$ cat src/hdl/conv_pkg.sv
// Purpose: shared constants for the sar converter sequencer
// Assumes: 8-bit special function register port, 100 MHz system clock
// Notes: register offsets are special function addresses
package conv_pkg;
   localparam logic [7:0] CONV_CONTROL_ADDR = 8'h93;
   localparam logic [7:0] CONV_TIMING_ADDR = 8'h94;
   localparam logic [7:0] PIN_CONFIG_ADDR = 8'h95;
   localparam logic [7:0] RESULT_LOW_ADDR = 8'h96;
   localparam logic [7:0] RESULT_HIGH_ADDR = 8'h97;
   localparam logic [7:0] REG_RESET = 8'h00;
   // control bit positions
   localparam int CTL_ON_BIT = 7;
   localparam int CTL_FLAG_BIT = 6;
   localparam int CTL_CMP_BIT = 5;
   localparam int CTL_SEL_HI = 3;
   localparam int CTL_SEL_LO = 1;
   localparam int CTL_START_BIT = 0;
   // timing register fields
   localparam int TIM_DIV_HI = 7;
   localparam int TIM_DIV_LO = 5;
   localparam int TIM_LEN_HI = 3;
   localparam int TIM_LEN_LO = 0;
   // control register bit 4 is unused and reads zero
   localparam logic [7:0] CTL_WMASK = 8'hef;
   localparam logic [7:0] TIM_WMASK = 8'hef;
   localparam logic [7:0] LOW_WMASK = 8'h03;
   // sample window clamps, in converter clocks
   localparam logic [4:0] SAMPLE_MIN = 5'h02;
   localparam logic [4:0] SAMPLE_MAX = 5'h0f;
   // conversion phase length in converter clocks
   localparam logic [4:0] CONV_CLOCKS = 5'h0c;
   typedef enum logic [1:0] {
      ST_IDLE = 2'b00,
      ST_SAMPLE = 2'b01,
      ST_CONVERT = 2'b11,
      ST_DONE = 2'b10
   } conv_state_t;
endpackage : conv_pkg

$ cat src/hdl/sar_adc_sequencer_compare.sv
// Purpose: control for an eight-input 10-bit successive-approximation converter
// Assumes: single clock i_clk, synchronous reset, core result presented on i_core_data
// Notes: core data is sampled through two flops before use
`timescale 1ns/100ps
module sar_adc_sequencer_compare #(
   parameter int DATA_W = 10,
   parameter int NUM_INPUTS = 8
) (
   // clock and reset
   input wire logic i_clk,
   input wire logic i_rst,
   // special function register port
   input wire logic [7:0] i_sfr_addr,
   input wire logic i_sfr_wr,
   input wire logic i_sfr_rd,
   input wire logic [7:0] i_sfr_wdata,
   output logic [7:0] o_sfr_rdata,
   // processor power state and interrupt enable
   input wire logic i_power_down,
   input wire logic i_conv_irq_enable,
   output logic o_conv_irq,
   // analog core
   input wire logic [DATA_W-1:0] i_core_data,
   output logic [NUM_INPUTS-1:0] o_input_route,
   output logic [NUM_INPUTS-1:0] o_analog_pin_bits,
   output logic o_core_sample,
   output logic o_core_enable,
   output logic o_conv_clk
);
   logic [7:0] ctl_q;
   logic [7:0] tim_q;
   logic [7:0] pin_q;
   logic [7:0] res_lo_q;
   logic [7:0] res_hi_q;
   conv_pkg::conv_state_t state_q;
   logic [4:0] div_cnt_q;
   logic tick;
   logic [4:0] div_len;
   logic [4:0] phase_cnt_q;
   logic [4:0] sample_len;
   logic [DATA_W-1:0] core_s1_q;
   logic [DATA_W-1:0] core_s2_q;
   logic active;
   logic done_evt;
   logic hit;
   logic wr_ctl;
   logic [DATA_W-1:0] stored;
   logic [4:0] div_half;
   logic [7:0] rdata_d;
   logic wr_tim;
   logic wr_pin;
   logic wr_lo;
   logic wr_hi;
   logic load_result;
   logic set_flag;

   // power-down halts the sequencer, divider and core; idle mode has no effect here
   assign active = ctl_q[conv_pkg::CTL_ON_BIT] & ~i_power_down;
   assign wr_ctl = i_sfr_wr && (i_sfr_addr == conv_pkg::CONV_CONTROL_ADDR);
   assign wr_tim = i_sfr_wr && (i_sfr_addr == conv_pkg::CONV_TIMING_ADDR);
   assign wr_pin = i_sfr_wr && (i_sfr_addr == conv_pkg::PIN_CONFIG_ADDR);
   assign wr_lo = i_sfr_wr && (i_sfr_addr == conv_pkg::RESULT_LOW_ADDR);
   assign wr_hi = i_sfr_wr && (i_sfr_addr == conv_pkg::RESULT_HIGH_ADDR);
   assign stored = {res_hi_q, res_lo_q[1:0]};

   // core data comes from another timing domain, so it is double-flopped
   always_ff @(posedge i_clk) begin
      if (i_rst) begin
         core_s1_q <= '0;
         core_s2_q <= '0;
      end else begin
         core_s1_q <= i_core_data;
         core_s2_q <= core_s1_q;
      end
   end

   // divider length, full period in system clocks
   always_comb begin
      case (tim_q[conv_pkg::TIM_DIV_HI:conv_pkg::TIM_DIV_LO])
         3'h0: div_len = 5'h02;
         3'h1: div_len = 5'h04;
         3'h2: div_len = 5'h06;
         3'h3: div_len = 5'h08;
         3'h4: div_len = 5'h0c;
         3'h5: div_len = 5'h10;
         3'h6: div_len = 5'h18;
         default: div_len = 5'h00;
      endcase
   end

   // code 111 leaves div_len at zero, so its half point is set apart
   always_comb begin
      if (div_len == 5'h00) begin
         div_half = 5'h10;
      end else begin
         div_half = {1'b0, div_len[4:1]};
      end
   end

   // 5-bit counter wraps at 32 naturally for code 111
   assign tick = active && (div_cnt_q == div_len - 5'h01);

   // divider restarts in idle and done, so every window opens on a whole period
   always_ff @(posedge i_clk) begin
      if (i_rst) begin
         div_cnt_q <= '0;
         o_conv_clk <= 1'b0;
      end else if (!active || state_q == conv_pkg::ST_IDLE
         || state_q == conv_pkg::ST_DONE) begin
         div_cnt_q <= '0;
         o_conv_clk <= 1'b0;
      end else begin
         div_cnt_q <= tick ? 5'h00 : div_cnt_q + 5'h01;
         o_conv_clk <= (div_cnt_q >= div_half);
      end
   end

   // sample length with clamp
   always_comb begin
      sample_len = {1'b0, tim_q[conv_pkg::TIM_LEN_HI:conv_pkg::TIM_LEN_LO]} + 5'h01;
      if (sample_len < conv_pkg::SAMPLE_MIN) begin
         sample_len = conv_pkg::SAMPLE_MIN;
      end else if (sample_len > conv_pkg::SAMPLE_MAX) begin
         sample_len = conv_pkg::SAMPLE_MAX;
      end
   end

   assign done_evt = (state_q == conv_pkg::ST_DONE);
   assign hit = core_s2_q > stored;
   // compare mode keeps the threshold, so only plain conversions load a result
   assign load_result = done_evt && !ctl_q[conv_pkg::CTL_CMP_BIT];
   assign set_flag = done_evt && (!ctl_q[conv_pkg::CTL_CMP_BIT] || hit);

   // sequencer
   always_ff @(posedge i_clk) begin
      if (i_rst) begin
         state_q <= conv_pkg::ST_IDLE;
         phase_cnt_q <= '0;
      end else if (!active || !ctl_q[conv_pkg::CTL_START_BIT]) begin
         // a cleared start bit aborts any conversion in flight
         state_q <= conv_pkg::ST_IDLE;
         phase_cnt_q <= '0;
      end else begin
         case (state_q)
            conv_pkg::ST_IDLE: begin
               state_q <= conv_pkg::ST_SAMPLE;
               phase_cnt_q <= '0;
            end
            conv_pkg::ST_SAMPLE: begin
               if (tick) begin
                  if (phase_cnt_q == sample_len - 5'h01) begin
                     state_q <= conv_pkg::ST_CONVERT;
                     phase_cnt_q <= '0;
                  end else begin
                     phase_cnt_q <= phase_cnt_q + 5'h01;
                  end
               end
            end
            conv_pkg::ST_CONVERT: begin
               if (tick) begin
                  if (phase_cnt_q == conv_pkg::CONV_CLOCKS - 5'h01) begin
                     state_q <= conv_pkg::ST_DONE;
                     phase_cnt_q <= '0;
                  end else begin
                     phase_cnt_q <= phase_cnt_q + 5'h01;
                  end
               end
            end
            conv_pkg::ST_DONE: begin
               if (ctl_q[conv_pkg::CTL_CMP_BIT]) begin
                  // compare mode loops straight into the next sample
                  state_q <= conv_pkg::ST_SAMPLE;
               end else begin
                  // a single conversion rests while the start bit drops
                  state_q <= conv_pkg::ST_IDLE;
               end
               phase_cnt_q <= '0;
            end
            default: begin
               state_q <= conv_pkg::ST_IDLE;
               phase_cnt_q <= '0;
            end
         endcase
      end
   end

   // control register; hardware set of the flag wins over a software clear
   always_ff @(posedge i_clk) begin
      if (i_rst) begin
         ctl_q <= conv_pkg::REG_RESET;
      end else begin
         if (wr_ctl) begin
            ctl_q <= i_sfr_wdata & conv_pkg::CTL_WMASK;
            // start only accepted while enabled
            ctl_q[conv_pkg::CTL_START_BIT] <= i_sfr_wdata[conv_pkg::CTL_START_BIT]
               & i_sfr_wdata[conv_pkg::CTL_ON_BIT];
            // software may only clear the flag
            ctl_q[conv_pkg::CTL_FLAG_BIT] <= ctl_q[conv_pkg::CTL_FLAG_BIT]
               & i_sfr_wdata[conv_pkg::CTL_FLAG_BIT];
         end else if (load_result) begin
            ctl_q[conv_pkg::CTL_START_BIT] <= 1'b0;
         end
         if (set_flag) begin
            ctl_q[conv_pkg::CTL_FLAG_BIT] <= 1'b1;
         end
      end
   end

   // timing register
   always_ff @(posedge i_clk) begin
      if (i_rst) begin
         tim_q <= conv_pkg::REG_RESET;
      end else if (wr_tim) begin
         tim_q <= i_sfr_wdata & conv_pkg::TIM_WMASK;
      end
   end

   // pin configuration register
   always_ff @(posedge i_clk) begin
      if (i_rst) begin
         pin_q <= conv_pkg::REG_RESET;
      end else if (wr_pin) begin
         pin_q <= i_sfr_wdata;
      end
   end

   // result high byte; a finished conversion beats a software write
   always_ff @(posedge i_clk) begin
      if (i_rst) begin
         res_hi_q <= conv_pkg::REG_RESET;
      end else if (load_result) begin
         res_hi_q <= core_s2_q[DATA_W-1:2];
      end else if (wr_hi) begin
         res_hi_q <= i_sfr_wdata;
      end
   end

   // result low bits
   always_ff @(posedge i_clk) begin
      if (i_rst) begin
         res_lo_q <= conv_pkg::REG_RESET;
      end else if (load_result) begin
         res_lo_q <= {6'h00, core_s2_q[1:0]};
      end else if (wr_lo) begin
         res_lo_q <= i_sfr_wdata & conv_pkg::LOW_WMASK;
      end
   end

   // routing: one-hot decode of select field, one input only
   genvar gi;
   generate
      for (gi = 0; gi < NUM_INPUTS; gi++) begin : g_route
         always_ff @(posedge i_clk) begin
            if (i_rst) begin
               // select field resets to zero, so input zero is routed from the start
               o_input_route[gi] <= (gi == 0) ? 1'b1 : 1'b0;
            end else begin
               o_input_route[gi] <= (ctl_q[conv_pkg::CTL_SEL_HI:conv_pkg::CTL_SEL_LO]
                  == 3'(gi));
            end
         end
      end
   endgenerate

   // read multiplexer; unmapped addresses read zero
   always_comb begin
      case (i_sfr_addr)
         conv_pkg::CONV_CONTROL_ADDR: rdata_d = ctl_q;
         conv_pkg::CONV_TIMING_ADDR: rdata_d = tim_q;
         conv_pkg::PIN_CONFIG_ADDR: rdata_d = pin_q;
         conv_pkg::RESULT_LOW_ADDR: rdata_d = res_lo_q;
         conv_pkg::RESULT_HIGH_ADDR: rdata_d = res_hi_q;
         default: rdata_d = 8'h00;
      endcase
   end

   // read data holds between reads
   always_ff @(posedge i_clk) begin
      if (i_rst) begin
         o_sfr_rdata <= 8'h00;
      end else if (i_sfr_rd) begin
         o_sfr_rdata <= rdata_d;
      end
   end

   // interrupt request follows the flag while enabled
   always_ff @(posedge i_clk) begin
      if (i_rst) begin
         o_conv_irq <= 1'b0;
      end else begin
         o_conv_irq <= ctl_q[conv_pkg::CTL_FLAG_BIT] & i_conv_irq_enable;
      end
   end

   // pin configuration to the port muxes
   always_ff @(posedge i_clk) begin
      if (i_rst) begin
         o_analog_pin_bits <= '0;
      end else begin
         o_analog_pin_bits <= pin_q;
      end
   end

   // sample switch closes for the whole window
   always_ff @(posedge i_clk) begin
      if (i_rst) begin
         o_core_sample <= 1'b0;
      end else begin
         o_core_sample <= (state_q == conv_pkg::ST_SAMPLE);
      end
   end

   // core power follows the enable bit and power-down
   always_ff @(posedge i_clk) begin
      if (i_rst) begin
         o_core_enable <= 1'b0;
      end else begin
         o_core_enable <= active;
      end
   end
endmodule : sar_adc_sequencer_compare

$ cat config.mk
export PLATFORM = sky130hd
export DESIGN_NAME = sar_adc_sequencer_compare
export DESIGN_NICKNAME = d
export VERILOG_FILES = /design/src/hdl/conv_pkg.sv /design/src/hdl/sar_adc_sequencer_compare.sv
export SDC_FILE = /design/constraint.sdc
export NUM_CORES = 1
export LEC_CHECK = 0
export BUFFER_PORTS_ARGS = -buffer_cell sky130_fd_sc_hd__buf_2
export CAP_MARGIN = 20
export CORE_ASPECT_RATIO = 1.25
export CORE_MARGIN = 1
export CORE_UTILIZATION = 30
export CTS_BUF_LIST = sky130_fd_sc_hd__clkbuf_4 sky130_fd_sc_hd__clkbuf_8
export DETAILED_ROUTE_END_ITERATION = 10
export PLACE_DENSITY_LB_ADDON = 0.2
export SLEW_MARGIN = 20
export SYNTH_ARGS = -nofsm -noshare
export SYNTH_HDL_FRONTEND = slang
export SYNTH_SLANG_ARGS = --single-unit
$ cat constraint.sdc
create_clock -name i_clk -period 4.8 [get_ports i_clk]
set_input_delay 0 -clock i_clk [delete_from_list [all_inputs] [get_ports i_clk]]
set_output_delay 0 -clock i_clk [all_outputs]
set_load 0.01 [all_outputs]
==> impl_metrics.tcl, run 1 <==
set metrics [dict create \
    outcome "finished, final reports clean" \
    r2r_start "tim_q[5]" \
    design_area_um2 5030 \
    core_area_um2 13300 \
    h-tree-depth 3 \
    root_buffer "clkbuf_8" \
    startpoint_type "register" \
    leakage_nw 2.01 \
    routedWlPerCell_um 14.3 \
    critPathRequiredTime_ns 5.06 \
    area_growth_pct 21.5 \
    cts.sinks 92 \
    slew_headroom_pct 31.6 \
    grt_overflow 0 \
    drt-initial-drc-count 236 \
    rrSetupSlack_ns 2.31 \
    seq_area_frac_synth_pct 44.5 \
    cts-resized-gates 0 \
    worstSetupStartpoint "tim_q[5]" \
    grt_use_total_pct 15.0 \
    die_height_um 133 \
    r2r_end "phase_cnt_q[3]" \
    slew_viol_final 0 \
    peakVddDrop_v 0.000140 \
    antenna_left 0 \
    vias_per_cell 4.90 \
    grt_pass1_wl_um 16600 \
    critPathKind "register to register" \
    portBuffers 59 \
    grt_max_degree 66 \
    fmax_mhz 402 \
    synth_flop_cell "dfxtp_1" \
    cts_tree "built" \
    r2r_cells 9 \
    postCtsSetupBuffers 0 \
    worstSetupEndpoint "phase_cnt_q[3]" \
    place.gp.congestion 0.806 \
    hold_ws_ns 0.0265 \
    grt_pass1_vias 3335 \
    synth_cell_types 59 \
    min_path_type "primary input to register" \
    hold_viol 0 \
    final_cell_mix "92 x dfxtp_1, 59 x buf_2, 49 x nand2_1, 49 x a21oi_1, 42 x nor2_1" \
    drc 0 \
    drive_gt1_share_pct 17.1 \
    final_common_cell "dfxtp_1" \
    cts_max_path_buffers 2 \
    layout_min_cycle_time_ns 2.49 \
    pin_count 60 \
    netlist_area_um2 4140 \
    totalWireLength_um 10200 \
    fin_crit_sh_pct 51.9 \
    antenna_found_initial 0 \
    maxCapViolCount 0 \
    clock_latency_ns 0.38 \
    yosysWarnings 0 \
    num-fill-cells 1396 \
    rsz0062_at_grt "false" \
    timing.setup.tns_ns 0 \
    syn_inst 468 \
    diodes 0 \
    final_cells 716 \
    fin_util_pct 37.7 \
    cp.arrival_ns 2.75 \
    dieWidth_um 107 \
    clk_pin_slew_worst_paths_ns 0.10 \
    cts_buffers 9 \
    fin_nets 593 \
    ys_seq_elements 92 \
    dp_hpwl_um 7650 \
    drtPass1Iterations 4 \
    dp_cells 679 \
    worst_pin_slew_ns 1.03 \
    avgSynthCellArea_um2 8.84 \
    fin_skew_ns 0.0140 \
    placed_cell_area_um2 4560 \
    synthArstFlopShare_pct 0 \
    rows 47 \
    synth_edf_count 0 \
    die-area_um2 14300 \
    cp_max_fo 8 \
    initial_utilization_pct 31.0 \
    syn-num-nets 521 \
    cp-end-kind "register" \
    power-per-cell-area_nw_per_um2 299 \
    vias 3506 \
    setup_viol 0 \
]
flip-flops by register name, indices dropped and copies added, names as in the netlist, 7 cells and up:
signal	count
o_analog_pin_bits	8
res_hi_q	8
core_s2_q	10
core_s1_q	10
pin_q	8
ctl_q	7
o_sfr_rdata	8
o_input_route	8
tim_q	7
worst max-delay path, cell delays in order, from the launching register on:
cell and delay (ns):
dfxtp_1 0.39, xor2_1 0.19, o21ai_0 0.29, ha_1 0.23
xor2_1 0.24, xnor2_2 0.13, o41a_1 0.44, nor2_1 0.15
a21boi_2 0.24, nor3_1 0.07
kinds of logic (layout without fill, tap and decap cells):
family / after synthesis / in the layout / share of synthesized area (%)
AO/OA/AOI/OAI: 98 / 98 / 15.8
flip-flops: 92 / 92 / 44.5
buffers and inverters: 39 / 116 / 3.96
adder cells (fa/ha/maj): 21 / 21 / 6.35
XOR/XNOR: 13 / 13 / 2.93
AND/OR/NAND/NOR: 195 / 195 / 24.0
multiplexers: 10 / 10 / 2.45
worst min-delay path by stage:
stage                           endpoint  cells after the start  slack, ns         startpoint
final                     o_sfr_rdata[5]                      3       0.03           i_sfr_rd
after global routing      o_sfr_rdata[5]                      3       0.04           i_sfr_rd
after detailed placement    core_s1_q[8]                      2       0.21     i_core_data[8]
after global placement      core_s1_q[3]                      2       0.21     i_core_data[3]
after floorplan               o_conv_irq                      2       0.12  i_conv_irq_enable
after CTS                 o_sfr_rdata[6]                      3       0.02           i_sfr_rd
metrics by stage:
step / power, mW / setup WS [ns]
4_1_cts: 1.52 / 2.33
3_3_place_gp: 0.851 / 2.44
5_1_grt: 1.56 / 2.00
3_5_place_dp: 0.852 / 2.35
2_1_floorplan: 0.823 / 2.52
6_report: 1.50 / 2.31
report_power, final:
group,total [mW],internal [mW],switching [mW]
sequential,0.774,0.771,0.00318
combinational,0.0718,0.0336,0.0381
clock,0.658,0.366,0.292
total,1.50,1.17,0.333
per-layer routing:
metal	GRT usage (%)	vias up	part of all wire, %
met5	0	-	0
met4	7.00	0	1.9
met3	2.15	14	3.6
met2	24.9	72	50
met1	18.9	1649	44
li1	-	1771	-
synthesized netlist by cell type, types with 3 or more instances:
cell	n	share of area (%)
nand3_1	25	3.0
nor2_1	42	3.8
a31oi_1	3	0.45
a222oi_1	7	1.7
buf_2	5	0.60
nor2b_1	30	4.5
and3_1	4	0.60
inv_1	19	1.7
and2_1	3	0.45
nor3_1	11	1.3
a21o_1	5	0.91
xor2_1	10	2.1
nand2_1	49	4.4
o22ai_1	3	0.45
ha_1	21	6.4
clkbuf_1	12	1.1
mux2i_1	9	2.2
nand2b_1	11	1.7
dfxtp_1	92	45
nand4_1	5	0.76
nor3_2	4	0.97
o21ai_0	6	0.73
a21oi_1	49	5.9
cell type report:
| cell class | count | area (um^2) | share of cell area, % |
|---|---|---|---|
| clock inverter | 6 | 116 | 2.32 |
| multi-input combinational | 337 | 2130 | 42.4 |
| sequential | 92 | 1840 | 36.6 |
| tap | 171 | 214 | 4.26 |
| inverter | 19 | 71.3 | 1.42 |
| clock buffer | 10 | 138 | 2.74 |
| timing repair buffer | 81 | 513 | 10.2 |
repair_timing:
item,4_1_cts,5_1_grt
hold buffers,21,0
setup endpoints to repair,0,0
hold endpoints to repair,33,0
(Power assumes the default switching activity.)
==> run 2, diff against run 1 <==
ABC_AREA = 1   (was not set)
clock period = 2.45 ns   (was 4.8 ns; I/O delays follow)
==> run 2 against run 1 <==
Against the previous run:
- count of clock-buffer cells in the layout increased by 2
- flip-flop and latch count did not move
- core utilization fell by 0.20 points
- critical path type unchanged
- largest cell class unchanged
==> impl_metrics.tcl, run 2 <==
set metrics [dict create \
    peakVddDrop_v 0.000302 \
    drive_gt1_share_pct 15.5 \
    final_cell_mix "92 x dfxtp_1, 88 x inv_1, 79 x nand2_1" \
    synth_flop_cell "dfxtp_1" \
    grt_pass1_wl_um 16300 \
    worst_pin_slew_ns 0.627 \
    hold_depth 4 \
    timing.setup.tns_ns 0 \
    crit_family "simple AND/OR/NAND/NOR gates" \
    cts.sinks 92 \
    regArea_um2 1840 \
    grt_use_total_pct 14.6 \
    vias_per_cell 4.54 \
    drc 0 \
    synth.most_common_cell "dfxtp_1" \
    power-per-cell-area_nw_per_um2 537 \
    r2r_start "tim_q[5]" \
    hp-start "i_power_down" \
    cp.arrival_ns 2.45 \
    slew_headroom_pct 58.2 \
    rows 47 \
    min_path_type "primary input to register" \
    h-tree-depth 3 \
    vias 3592 \
    grt_max_degree 58 \
    syn_inst 538 \
    fin_nets 670 \
    cp_slowest_stage_delay_ns 0.35 \
    routedWlPerCell_um 12.4 \
    yosysWarnings 0 \
    hold_ws_ns 0.0624 \
    place.gp.congestion 0.826 \
    synth_cell_types 40 \
    synth_top_cell_area_share_pct 44.3 \
    cpMaxStageDelayCell "dfxtp_1" \
    yosys.area.top_type "dfxtp_1" \
    grt_pass1_vias 3417 \
    fin_skew_ns 0.00901 \
    fin_crit_sh_pct 87.2 \
    postCtsSetupBuffers 0 \
    hold_viol 0 \
    critPathRequiredTime_ns 2.76 \
    reg.largest.list "core_s1_q x10, core_s2_q x10" \
    critPathKind "register to register" \
    clk_pin_slew_worst_paths_ns 0.09 \
    antenna_left 0 \
    die-area_um2 14300 \
    syn-num-nets 591 \
    outcome "finished, final reports clean" \
    root_buffer "clkbuf_8" \
    num-fill-cells 1411 \
    cp-end-kind "register" \
    avgSynthCellArea_um2 7.73 \
    synthTopCellsByArea "dfxtp_1 44%, inv_1 7.9%, nand2_1 7.1%" \
    initial_utilization_pct 31.0 \
    netlist_area_um2 4160 \
    ys_seq_elements 92 \
    area_growth_pct 20.8 \
    critPathMostFrequentCell "nand3_1" \
    cp_cell_sequence "o21ai_1 -> nand3_1 -> ha_1 -> nor2_1 -> nor2_1 -> nand3_1 -> nor2_2 -> nand3_2 -> nand2_4 -> nand2_4 -> nor3_4 -> xor2_1 -> nand3_1 -> inv_1" \
    slew_viol_final 0 \
    drtPass1Iterations 4 \
    rrSetupSlack_ns 0.31 \
    maxCapViolCount 0 \
    dp_hpwl_um 7480 \
    multi_input_area_um2 1900 \
    totalWireLength_um 9840 \
    synth_common_cells "92 x dfxtp_1, 88 x inv_1, 79 x nand2_1" \
    finalPower_mw 2.69 \
    cp.buffers_inverters 1 \
    fmax_mhz 468 \
    portBuffers 59 \
    whs_endpoint "phase_cnt_q[1]" \
    clock_latency_ns 0.36 \
    rsz0062_at_grt "false" \
    leakage_nw 2.28 \
    drt-initial-drc-count 131 \
    seq_area_frac_synth_pct 44.3 \
    core_area_um2 13400 \
    grt_overflow 0 \
    final_common_cell "dfxtp_1" \
    cts_buffers 9 \
    setup_viol 0 \
    cts_tree "built" \
    diodes 0 \
    cts_max_path_buffers 2 \
    cp_max_fo 6 \
    layout_min_cycle_time_ns 2.14 \
    dieWidth_um 107 \
    antenna_found_initial 0 \
    synth_edf_count 0 \
    r2r_cells 14 \
    pin_count 60 \
    die_height_um 134 \
    startpoint_type "register" \
    synthArstFlopShare_pct 0 \
    r2r_end "phase_cnt_q[4]" \
]
run 2: changes by cell type in the layout (fill, tap and decap cells not counted), moves of 17 or more:
| cell | before | now |
|---|---|---|
| o21ai_0 | 6 | 23 |
| nor2b_1 | 30 | 0 |
| nor2_1 | 42 | 75 |
| nand2_1 | 49 | 79 |
| a21oi_1 | 49 | 29 |
| inv_1 | 19 | 88 |
run 2: worst max path at each step:
stage | startpoint | endpoint | slack (ns) | cells after the start
2_1_floorplan | tim_q[5] | phase_cnt_q[4] | 0.45 | 12
3_3_place_gp | tim_q[5] | phase_cnt_q[4] | 0.35 | 14
3_5_place_dp | tim_q[5] | phase_cnt_q[4] | 0.23 | 14
4_1_cts | tim_q[5] | phase_cnt_q[4] | 0.21 | 14
5_1_grt | tim_q[6] | phase_cnt_q[4] | 0.06 | 14
6_report | tim_q[5] | phase_cnt_q[4] | 0.31 | 14
run 2: stage by stage:
step,util [%],cell area (um^2),instances,setup slack [ns]
CTS,37.4,5020,791,0.213
floorplan,-,4160,538,0.449
global route,37.4,5020,791,0.0635
detailed placement,34.4,4610,755,0.230
finish,37.4,5020,791,0.313
global placement,34.4,4610,755,0.345
run 2: repair_timing:
action                     in CTS  in global routing
gates resized for setup         0                  1
hold buffers                   22                  0
hold endpoints to repair       48                  0
setup endpoints to repair       0                  2
run 2: per-layer routing:
layer | wire (um) | global-route usage (%) | up-vias
met3 | 384 | 3.28 | 20
met5 | 0 | 0 | -
met1 | 4400 | 17.4 | 1599
li1 | - | - | 1896
met2 | 4790 | 25.0 | 77
met4 | 267 | 6.09 | 0
run 2: layout make-up:
| type | instances | area share [%] |
|---|---|---|
| timing repair buffer | 84 | 10.7 |
| inverter | 90 | 6.73 |
| multi-input combinational | 340 | 37.8 |
| clock buffer | 12 | 3.16 |
| sequential | 92 | 36.7 |
| tap | 171 | 4.26 |
| clock inverter | 2 | 0.698 |
run 2: worst reg2reg max path: cells and delay by family (launching register included):
kind / cells / cell delay [ns]
compound gates: 1 / 0.25
xor+xnor: 1 / 0.16
fa+ha+maj: 1 / 0.32
buf+inv: 1 / 0.05
flops: 1 / 0.35
simple gates: 10 / 0.97
run 2: cells by family after synthesis:
| family | count (synthesis) | synth area share (%) |
|---|---|---|
| fa+ha+maj | 21 | 6.32 |
| compound gates | 94 | 13.6 |
| flops | 92 | 44.3 |
| simple gates | 214 | 23.1 |
| buf+inv | 106 | 10.1 |
| xor+xnor | 11 | 2.50 |
run 2: where the power goes:
part | switching (mW) | internal [mW] | leakage [nW]
combinational | 0.0793 | 0.0651 | 1.43
sequential | 0.00635 | 1.51 | 0.745
clock | 0.506 | 0.527 | 0.102
==> run 3, diff against run 2 <==
ABC_CLOCK_PERIOD_IN_PS = 1900   (was not set)
clock period = 1.9 ns   (was 2.45 ns; I/O delays follow)
==> run 3 against run 2 <==
Against the previous run:
- the flow now finishes with violations (setup timing)
- hold slack improved by 0.023 ns
- register-to-register slack lost 0.44 ns
- power rose by 28%
- via count up 1.4%
- critical path type unchanged
- routed wire length is 4.0% higher
- final area is 4.5% higher
- combinational power grew 33%
- final cell count rose by 2.5%
==> impl_metrics.tcl, run 3 (synthesized netlist as in run 2, its figures left out) <==
set metrics [dict create \
    cp-end-kind "register" \
    cts_tree "built" \
    r2r_cells 12 \
    totalWireLength_um 10200 \
    grt_overflow 0 \
    grt_pass1_vias 3491 \
    die_height_um 134 \
    cp_cell_sequence "o21ai_2 -> nand3_2 -> buf_4 -> ha_4 -> nand3_2 -> nand4_1 -> ha_1 -> a21oi_1 -> o21bai_1 -> a21o_1 -> a21oi_1 -> nor2_1" \
    peakVddDrop_v 0.000313 \
    place.gp.congestion 0.794 \
    cp.arrival_ns 2.29 \
    h-tree-depth 3 \
    outcome "complete, but fails checks" \
    final_cell_mix "88 x inv_1, 87 x dfxtp_1, 77 x nand2_1" \
    critPathRequiredTime_ns 2.17 \
    worstSetupStartpoint "tim_q[5]" \
    fin_nets 691 \
    diodes 0 \
    vias 3643 \
    r2r_start "tim_q[5]" \
    cp_slowest_stage_delay_ns 0.37 \
    final_cells 811 \
    drc 0 \
    startpoint_type "register" \
    rows 47 \
    area_growth_pct 26.2 \
    dp_hpwl_um 7720 \
    dp_cells 773 \
    slew_viol_final 0 \
    hold_depth 5 \
    path_depth 12 \
    slew_headroom_pct 66.2 \
    power-per-cell-area_nw_per_um2 659 \
    drtPass1Iterations 5 \
    root_buffer "clkbuf_8" \
    core_area_um2 13400 \
    rsz0062_at_grt "true" \
    fin_crit_sh_pct 107 \
    setup_slack_ns -0.128 \
    antenna_left 0 \
    min_path_type "primary input to register" \
    drive_gt1_share_pct 20.3 \
    hold_viol 0 \
    timing.setup.tns_ns -0.302 \
    clock_latency_ns 0.37 \
    maxCapViolCount 0 \
    final_common_cell "inv_1" \
    worst_pin_slew_ns 0.506 \
    cts_max_path_buffers 2 \
    pin_count 60 \
    cp.buffers_inverters 1 \
    die-area_um2 14300 \
    cp_max_fo 4 \
    crit_family "compound AO/OA/AOI/OAI gates" \
    fmax_mhz 493 \
    antenna_found_initial 0 \
    drt-initial-drc-count 104 \
    leakage_nw 2.37 \
    fin_skew_ns 0.0114 \
    grt_pass1_wl_um 17000 \
    cts_buffers 9 \
    cts.sinks 92 \
    grt_max_degree 49 \
    portBuffers 59 \
    initial_utilization_pct 31.0 \
    grt_use_total_pct 15.1 \
    reg.largest.list "core_s1_q x10, core_s2_q x10" \
    finalPower_mw 3.46 \
    routedWlPerCell_um 12.6 \
    vias_per_cell 4.49 \
    dieWidth_um 107 \
    cpMaxStageDelayCell "dfxtp_4" \
    layout_min_cycle_time_ns 2.03 \
    clk_pin_slew_worst_paths_ns 0.09 \
    violations "setup timing" \
    critPathKind "register to register" \
    setup_viol 4 \
    hp-start "i_sfr_wr" \
]
[run 3: changes by cell type in the layout (fill, tap and decap cells not counted), sizes merged]
cell | previous run | this run
dlygate4sd3 | 22 | 23
clkinv | 1 | 0
clkinvlp | 0 | 1
clkbuf | 12 | 11
buf | 62 | 82
[run 3: metal layers]
metal  part of all wire (%)  vias up  global-route usage, %
met5                      0        -                      0
met4                    1.5        0                   4.79
met3                    2.6       15                   3.03
met2                     50       49                   26.7
met1                     45     1647                   18.2
li1                       -     1932                      -
[run 3: final cells by class]
type	instances	area (um^2)
clock buffer	11	145
clock inverter	2	37.5
fill	1379	8160
inverter	90	338
multi-input combinational	340	1960
sequential	92	1850
tap	171	214
timing repair buffer	105	698
[run 3: timing repair]
action,CTS,global route
hold buffers,23,0
pin swaps,0,2
buffers inserted,1,1
endpoints found under the setup margin,9,9
endpoints found under the hold margin,46,0
cloned,0,0
gates resized for setup,6,11
[run 3: through the flow]
stage          setup slack [ns]  utilization [%]  hold WS (ns)  instance area (um^2)
6_report                 -0.128             39.1        0.0856                  5250
5_1_grt                  -0.232             39.1         0.113                  5250
4_1_cts                 -0.0467             38.7        0.0769                  5190
3_5_place_dp             -0.108             35.5         0.206                  4750
3_3_place_gp            -0.0652             35.5         0.199                  4750
2_1_floorplan            0.0170                -         0.107                  4170
[run 3: worst paths after layout]
kind              slack [ns]           end
setup / recovery       -0.13    o_conv_clk
hold / removal          0.09      ctl_q[7]
setup reg to reg       -0.13    o_conv_clk
hold reg to reg         0.41  core_s2_q[9]
[run 3: worst register-to-register path, stage by stage (launching register included)]
cell	delay, ns
dfxtp_4	0.37
o21ai_2	0.16
nand3_2	0.13
buf_4	0.17
ha_4	0.15
nand3_2	0.07
nand4_1	0.09
ha_1	0.28
a21oi_1	0.12
o21bai_1	0.08
a21o_1	0.15
a21oi_1	0.12
nor2_1	0.05
[run 3: where the power goes]
| part | total (mW) | internal (mW) | switching [mW] |
|---|---|---|---|
| Clock | 1.31 | 0.638 | 0.673 |
| Combinational | 0.192 | 0.0871 | 0.105 |
| Sequential | 1.95 | 1.94 | 0.00823 |
| Total | 3.46 | 2.67 | 0.786 |
